--- config.mk ---
export PLATFORM = sky130hd
export DESIGN_NAME = stx_serial_in
export DESIGN_NICKNAME = d
export VERILOG_FILES = /design/src/rtl/stx_pkg.sv /design/src/rtl/stx_serial_in.sv /design/src/rtl/stx_fifo.sv
export SDC_FILE = /design/constraint.sdc
export NUM_CORES = 1
export LEC_CHECK = 0
export ABC_AREA = 1
export ABC_CLOCK_PERIOD_IN_PS = 4200
export BUFFER_PORTS_ARGS = -buffer_cell sky130_fd_sc_hd__buf_2
export CORE_ASPECT_RATIO = 1.4
export CORE_MARGIN = 1.5
export CORE_UTILIZATION = 56
export DETAILED_ROUTE_END_ITERATION = 10
export MAX_ROUTING_LAYER = met4
export PLACE_DENSITY = 0.75
export SYNTH_ARGS = -nofsm -noshare
export SYNTH_HDL_FRONTEND = slang
export SYNTH_SLANG_ARGS = --single-unit
--- constraint.sdc ---
create_clock -name clock -period 4.2 [get_ports clock]
set_clock_uncertainty 0.15 [all_clocks]
set_input_delay 0 -clock clock [delete_from_list [all_inputs] [get_ports clock]]
set_output_delay 0 -clock clock [all_outputs]
set_load 0.02 [all_outputs]
--- src/rtl/stx_pkg.sv ---
/*
  stx_pkg: constants and types shared by the serial audio input stage.
  assumes: included before every design file of the block.
*/
package stx_pkg;

  typedef enum logic [1:0] {
    STX_FMT_I2S = 2'h0,
    STX_FMT_LJ  = 2'h1,
    STX_FMT_RJ  = 2'h2
  } stx_fmt_e;

  typedef enum logic [1:0] {
    STX_W16 = 2'h0,
    STX_W18 = 2'h1,
    STX_W20 = 2'h2,
    STX_W24 = 2'h3
  } stx_width_e;

  localparam int STX_WORD_W = 24;
  localparam int STX_FIFO_DEPTH = 16;
  localparam int STX_FIFO_AW = 4;
  localparam logic [5:0] STX_RJ_SLOTS = 6'h20;
  localparam logic [5:0] STX_RJ_DELAY_20 = 6'h0c;
  localparam logic [5:0] STX_RJ_DELAY_16 = 6'h10;
  localparam logic [5:0] STX_I2S_DELAY = 6'h01;
  localparam logic [5:0] STX_LJ_DELAY = 6'h00;
  localparam logic [9:0] STX_RECOV_RATIO = 10'h200;
  localparam logic [6:0] STX_LOOP_BCLK_RATIO = 7'h40;
  localparam logic [7:0] STX_BIPHASE_DIV_RST = 8'h00;
  localparam logic [4:0] STX_BCLK_HALF = 5'h04;

endpackage : stx_pkg

--- src/rtl/stx_serial_in.sv ---
/*
  stx_serial_in: serial audio input stage of a biphase-mark transmitter.
  deserialises stereo words, queues them in a fifo, divides the oversampling
  clock into the biphase coding clock, and produces the loop-mode clocks.
  assumes: bit clock, frame clock and data arrive from outside and are
  slower than clock / 4; oversample_clock_in is likewise sampled.
*/
`timescale 1ns/100ps
// Summary of operation
// - accepts right-justified, I2S, left-justified; words of 16, 18, 20 or 24 bits
// - right- and left-justified: frame clock high is left, low is right
// - data line sampled on rising bit-clock edges, shifted in only from start_slot until word_bits are taken
// - right-justified msb starts 12 periods (20-bit) or 16 periods (16-bit) late
// - right-justified uses 64 bit clocks per frame; lsb ends at transition
// - I2S is reset default; frame clock low is left, high is right
// - I2S msb appears one bit-clock period after the transition
// - left-justified msb appears in the first period, no delay
// - biphase coding clock is the oversampling clock divided down
// - loop mode produces a recovered clock at 512 times frame rate
// - loop mode bit clock is 64 times frame clock; frame and data follow it
module stx_serial_in
  import stx_pkg::*;
(
  input wire logic clock,
  input wire logic rstn,
  input wire logic [1:0] format_sel,
  input wire logic [1:0] width_sel,
  input wire logic bit_clock_in,
  input wire logic frame_clock_in,
  input wire logic serial_audio_line,
  input wire logic oversample_clock_in,
  input wire logic [7:0] biphase_div,
  output logic biphase_clock,
  output logic sample_valid,
  input wire logic sample_ready,
  output logic [STX_WORD_W-1:0] sample_left,
  output logic [STX_WORD_W-1:0] sample_right,
  output logic overflow,
  input wire logic loop_mode,
  input wire logic loop_serial_bit,
  output logic recovered_clock,
  output logic loop_bit_clock,
  output logic loop_frame_clock,
  output logic loop_serial_out
);

  typedef struct packed {
    logic [1:0] bck_s;
    logic [1:0] fck_s;
    logic [1:0] dat_s;
    logic [1:0] osc_s;
    logic bck_d;
    logic fck_d;
    logic osc_d;
    logic [5:0] slot;
    logic [4:0] got;
    logic [STX_WORD_W-1:0] shreg;
    logic [STX_WORD_W-1:0] left;
    logic cur_left;
    logic push;
    logic [STX_WORD_W-1:0] hold_l;
    logic [STX_WORD_W-1:0] hold_r;
    logic ovf;
    logic [7:0] divc;
    logic bph;
    logic [4:0] lbdiv;
    logic lbclk;
    logic [5:0] lbcnt;
    logic lfck;
    logic lsd;
    logic [1:0] rdiv;
    logic rclk;
  } stx_st_s;

  stx_st_s st_r;
  stx_st_s st_nxt;
  logic [4:0] word_bits;
  logic [5:0] start_slot;
  logic is_left;
  logic fifo_ready;
  logic [2*STX_WORD_W-1:0] fifo_out;

  ////////////////////////////////////////////////////////////////////////////
  // format decode

  always_comb begin
    case (width_sel)
      STX_W16: word_bits = 5'd16;
      STX_W18: word_bits = 5'd18;
      STX_W20: word_bits = 5'd20;
      default: word_bits = 5'd24;
    endcase
    case (format_sel)
      STX_FMT_LJ: start_slot = STX_LJ_DELAY;
      STX_FMT_RJ: start_slot = STX_RJ_SLOTS - 6'(word_bits);
      default: start_slot = STX_I2S_DELAY;
    endcase
    if (format_sel == STX_FMT_LJ || format_sel == STX_FMT_RJ) begin
      is_left = st_r.fck_s[1];
    end else begin
      is_left = !st_r.fck_s[1];
    end
  end

  ////////////////////////////////////////////////////////////////////////////
  // capture, divider, loop clocks

  always_comb begin
    st_nxt = st_r;
    st_nxt.bck_s = {st_r.bck_s[0], bit_clock_in};
    st_nxt.fck_s = {st_r.fck_s[0], frame_clock_in};
    st_nxt.dat_s = {st_r.dat_s[0], serial_audio_line};
    st_nxt.osc_s = {st_r.osc_s[0], oversample_clock_in};
    st_nxt.bck_d = st_r.bck_s[1];
    st_nxt.osc_d = st_r.osc_s[1];
    st_nxt.push = 1'b0;
    if (st_r.bck_s[1] && !st_r.bck_d) begin
      st_nxt.fck_d = st_r.fck_s[1];
      if (st_r.fck_s[1] != st_r.fck_d) begin
        st_nxt.slot = 6'd1;
        st_nxt.got = '0;
        st_nxt.cur_left = is_left;
        st_nxt.shreg = '0;
        if (start_slot == 6'd0) begin
          st_nxt.shreg = STX_WORD_W'(st_r.dat_s[1]);
          st_nxt.got = 5'd1;
        end
      end else begin
        st_nxt.slot = st_r.slot + 6'd1;
        if (st_r.slot >= start_slot && st_r.got < word_bits) begin
          st_nxt.shreg = {st_r.shreg[STX_WORD_W-2:0], st_r.dat_s[1]};
          st_nxt.got = st_r.got + 5'd1;
        end
      end
      if (st_nxt.got == word_bits && st_r.got != word_bits) begin
        if (st_r.cur_left || (st_r.fck_s[1] != st_r.fck_d && is_left)) begin
          st_nxt.left = st_nxt.shreg;
        end else begin
          st_nxt.hold_l = st_r.left;
          st_nxt.hold_r = st_nxt.shreg;
          st_nxt.push = 1'b1;
          st_nxt.ovf = !fifo_ready;
        end
      end
    end
    if (st_r.osc_s[1] && !st_r.osc_d) begin
      if (st_r.divc >= biphase_div) begin
        st_nxt.divc = '0;
        st_nxt.bph = !st_r.bph;
      end else begin
        st_nxt.divc = st_r.divc + 8'd1;
      end
    end
    // recovered clock: clock/4, loop bit clock = recovered/8 -> 512 vs 64
    st_nxt.rdiv = st_r.rdiv + 2'd1;
    if (st_r.rdiv == 2'd1 || st_r.rdiv == 2'd3) begin
      st_nxt.rclk = !st_r.rclk;
    end
    if (loop_mode) begin
      st_nxt.lbdiv = st_r.lbdiv + 5'd1;
      if (st_r.lbdiv == (5'(STX_BCLK_HALF) << 2) - 5'd1) begin
        st_nxt.lbdiv = '0;
        st_nxt.lbclk = !st_r.lbclk;
        if (st_r.lbclk) begin
          st_nxt.lbcnt = st_r.lbcnt + 6'd1;
          // low five bits only: the frame clock toggles every 32 bit clocks
          if (st_r.lbcnt[4:0] == 5'(STX_LOOP_BCLK_RATIO / 7'h2 - 7'h1)) begin
            st_nxt.lfck = !st_r.lfck;
          end
          st_nxt.lsd = loop_serial_bit;
        end
      end
    end else begin
      st_nxt.lbdiv = '0;
      st_nxt.lbclk = 1'b0;
      st_nxt.lbcnt = '0;
      st_nxt.lfck = 1'b0;
      st_nxt.lsd = 1'b0;
    end
  end

  always_ff @(posedge clock) begin
    if (!rstn) begin
      st_r <= '0;
      st_r.divc <= STX_BIPHASE_DIV_RST;
    end else begin
      st_r <= st_nxt;
    end
  end

  ////////////////////////////////////////////////////////////////////////////
  // output queue

  stx_fifo #(
    .WIDTH(2*STX_WORD_W),
    .DEPTH(STX_FIFO_DEPTH),
    .AW(STX_FIFO_AW)
  ) u_fifo (
    .clock(clock),
    .rstn(rstn),
    .in_valid(st_r.push),
    .in_ready(fifo_ready),
    .in_data({st_r.hold_l, st_r.hold_r}),
    .out_valid(sample_valid),
    .out_ready(sample_ready),
    .out_data(fifo_out)
  );

  assign sample_left = fifo_out[2*STX_WORD_W-1:STX_WORD_W];
  assign sample_right = fifo_out[STX_WORD_W-1:0];
  assign overflow = st_r.ovf;
  assign biphase_clock = st_r.bph;
  assign recovered_clock = st_r.rclk;
  assign loop_bit_clock = st_r.lbclk;
  assign loop_frame_clock = st_r.lfck;
  assign loop_serial_out = st_r.lsd;

endmodule : stx_serial_in

--- src/rtl/stx_fifo.sv ---
/*
  stx_fifo: synchronous fifo with valid/ready on both sides.
  assumes: single clock, synchronous active-low reset.
*/
`timescale 1ns/100ps
module stx_fifo
  import stx_pkg::*;
#(
  parameter int WIDTH = 48,
  parameter int DEPTH = 16,
  parameter int AW = 4
) (
  input wire logic clock,
  input wire logic rstn,
  input wire logic in_valid,
  output logic in_ready,
  input wire logic [WIDTH-1:0] in_data,
  output logic out_valid,
  input wire logic out_ready,
  output logic [WIDTH-1:0] out_data
);

  typedef struct packed {
    logic [AW-1:0] wp;
    logic [AW-1:0] rp;
    logic [AW:0] cnt;
    logic [WIDTH-1:0] dout;
    logic dval;
  } stx_fifo_s;

  stx_fifo_s st_r;
  stx_fifo_s st_nxt;
  logic [WIDTH-1:0] mem_r [DEPTH];
  logic push;
  logic pop;
  logic load;

  // the output register counts as one of the DEPTH words
  assign in_ready = ((st_r.cnt + (AW+1)'(st_r.dval)) != (AW+1)'(DEPTH));
  assign push = in_valid && in_ready;
  assign load = (st_r.cnt != '0) && (!st_r.dval || out_ready);
  assign pop = load;
  assign out_valid = st_r.dval;
  assign out_data = st_r.dout;

  always_comb begin
    st_nxt = st_r;
    if (push) begin
      st_nxt.wp = st_r.wp + AW'(1);
    end
    if (out_ready && st_r.dval) begin
      st_nxt.dval = 1'b0;
    end
    if (pop) begin
      st_nxt.rp = st_r.rp + AW'(1);
      st_nxt.dout = mem_r[st_r.rp];
      st_nxt.dval = 1'b1;
    end
    st_nxt.cnt = st_r.cnt + (AW+1)'(push) - (AW+1)'(pop);
  end

  always_ff @(posedge clock) begin
    if (push) begin
      mem_r[st_r.wp] <= in_data;
    end
    if (!rstn) begin
      st_r <= '0;
    end else begin
      st_r <= st_nxt;
    end
  end

endmodule : stx_fifo

==> flow_summary.toml <==
[run_status]
outcome = "finished, final reports clean"

[worst_setup_path]
regToRegStartpoint = "u_fifo.out_valid"
max_stage_delay_ns = 0.59
start_kind = "input pin"
cpLargestDelayFamily = "simple AND/OR/NAND/NOR gates"
crit_top_cell = "nand2_1"
ff2ff_setup_slack_ns = 1.03
cp_max_fo = 25
crit_type = "input pin to flop"
worst-path-buf-inv = 6
end_kind = "flop"
worstPathRequired_ns = 4.63
crit_start = "format_sel[0]"
slowest_stage = "dlygate4sd3_1"
critPathArrivalTime_ns = 4.25
cp_cell_sequence = "dlygate4sd3_1 > buf_2 > inv_1 > ha_1 > dlygate4sd3_1 > inv_1 > nand3b_1 > ha_1 > nand2_1 > nand2_1 > a21oi_2 > nand2_2 > nand2_2 > nand2_1 > nand2_1 > nand2_1 > nor2_1 > nand2_1 > nor2_4 > nand3_2 > buf_4 > nand2_1 > nand2_1 > nor2_1"

[yosys]
ys_ff_latch = 976
yosys.area.top_type = "edfxtp_1"
synth_cells = 3571
ys_warn_count = 0
yosys.area.top_type_share_pct = 58.5
synth_area_leaders = "edfxtp_1, dfxtp_1, nor2_1"
yosysSeqAreaShare_pct = 69.1
synth_area_per_cell_um2 = 11.0
synth_cell_types = 39
synth_nets = 3639
synth_area_um2 = 39400

[pwr]
finalPower_mw = 25.0
powerDensity_nw_per_um2 = 568
p_leak_nw = 16.2
vdd_drop_max_mv = 0.531

[sta]
rsz0062_at_grt = "false"
max_freq_mhz = 262
worst_pin_slew_ns = 1.25
setup_tns_ns = 0
holdWs_ns = 0.0639
hold_viol_final = 0
finalCritPeriodShare_pct = 90.9
timing.final.ws_setup_ns = 0.384
setup_violations = 0
period_needed_ns = 3.82
slew_viol_final = 0
slew_headroom_pct = 16.6

[routing]
ant_nets = 0
drt-pass1-iter-count = 6
wl_um = 94800
drt_first_iter_violations = 3167
viasPerCell = 5.88
wire_per_inst_um = 20.8
drcViolationCount = 0
dr_total_vias = 26800

[cells_and_area]
antenna_cells = 0
syn_to_final_growth_pct = 11.4
layout.nets = 3622
drive_gt1_share_pct = 8.90
fin_util_pct = 63.3

[min_path]
hp-start = "width_sel[0]"
worstHoldPathType = "input pin to flop"

[grt]
gr-total-overflow = 0
antenna_found_initial = 0
grt_max_degree = 262
grtUsageTotal_pct = 27.1
grt_pass1_vias = 25200
grt_first_pass_wirelength_um = 143000

[floorplan]
die-height_um = 317
start_util_pct = 56.8
die_x_um = 227
rows = 114
core_um2 = 69300
boundaryPins = 76
die-area_um2 = 72000

[clock_network]
cts_buffers = 87
clock-root-buffer = "clkbuf_16"
cts_buffer_depth = 3
clkTransAtPathRegs_ns = 0.07
insertion_delay_ns = 0.65
h-tree-depth = 3
cts_tree = "yes"
cts_sinks = 976

[place]
place.detailed.hpwl_um = 49000
preCtsSetupSlack_ns = 0.733
place.gp.congestion = 0.874
io_buffers = 75

[flow_run]
maxCapViolCount = 0
[flip-flops by register name, summed over array words and instances (netlist names), 6 cells and up]
name,count
u_fifo.st_r,13
u_fifo.mem_r,768
st_r,134
st_nxt,6
u_fifo.out_data,48
[logic make-up after synthesis]
kind of cell,count (synthesis),share of synthesized area [%]
adder cells (fa/ha/maj),47,1.51
flip-flops,976,69.1
AND/OR/NAND/NOR,1110,11.2
buffers and inverters,537,5.63
AO/OA/AOI/OAI,886,12.3
XOR/XNOR,15,0.333
[worst paths after layout]
kind,cells past startpoint,end
max,24,st_r[99]
min,8,st_r[79]
min reg2reg,2,st_r[144]
max reg2reg,11,u_fifo.mem_r[4][14]
[timing repair]
item	4_1_cts	5_1_grt
endpoints found under the hold margin	55	0
hold buffers	29	0
setup buffers	0	0
endpoints found under the setup margin	0	24
resized for setup	0	2
[routing by layer]
layer,global-route usage [%],up-vias,wire [um]
li1,-,12400,-
met1,33.6,13000,36700
met2,46.0,1172,47700
met3,3.31,205,7270
met4,9.59,0,3040
met5,-,-,0
[synth_stat cells, drive strengths merged]
cell	n
o21ai	572
a31oi	1
or2	4
edfxtp	768
clkinv	4
ha	46
nand3	27
xor2	12
buf	76
nor2	774
a21oi	50
o31ai	1
o32ai	13
a22oi	4
fa	1
xnor2	3
a21boi	1
nor3b	6
o22ai	228
nand2	245
clkbuf	191
dfxtp	208
nand4	40
inv	266
nor4	1
o211ai	15
and3b	1
nor3	9
nand3b	3
a211oi	1
[where the power goes]
part	leakage, nW	switching (mW)	internal (mW)	total, mW
logic	5.93	4.01	1.80	5.81
registers	8.81	0.227	10.6	10.8
clock network	1.48	3.47	4.87	8.34
[cells in the final DEF, fill, tap and decap left out, types with 49 or more instances in the layout]
| cell type | instances |
|---|---|
| a21oi_1 | 49 |
| buf_2 | 74 |
| clkbuf_16 | 93 |
| dfxtp_1 | 204 |
| edfxtp_1 | 768 |
| inv_1 | 246 |
| nand2_1 | 241 |
| nor2_1 | 754 |
| o21ai_0 | 572 |
| o22ai_1 | 228 |
[worst min-delay path: stages]
cell and delay [ns]:
buf_2 0.10, ha_1 0.24, nand2_1 0.08, nand3_1 0.11
nor2_4 0.08, nand4_1 0.08, nand2_1 0.05, nor2_1 0.07
[stage by stage]
stage,area (um^2),cells
2_1_floorplan,39400,3571
3_3_place_gp,40600,4364
3_5_place_dp,40600,4364
4_1_cts,43900,4557
5_1_grt,43900,4557
6_report,43900,4557
[final cells by class]
type                    instances  area, um^2
clock buffers                 133        2610
clock inverters                31         420
fillers                      5288       25400
inverters                     270        1020
multi-input cells            2058       10100
flip-flops and latches        976       27200
well taps                     928        1160
repair buffers                161        1360
No activity file was read; power rests on OpenSTA's default activity.
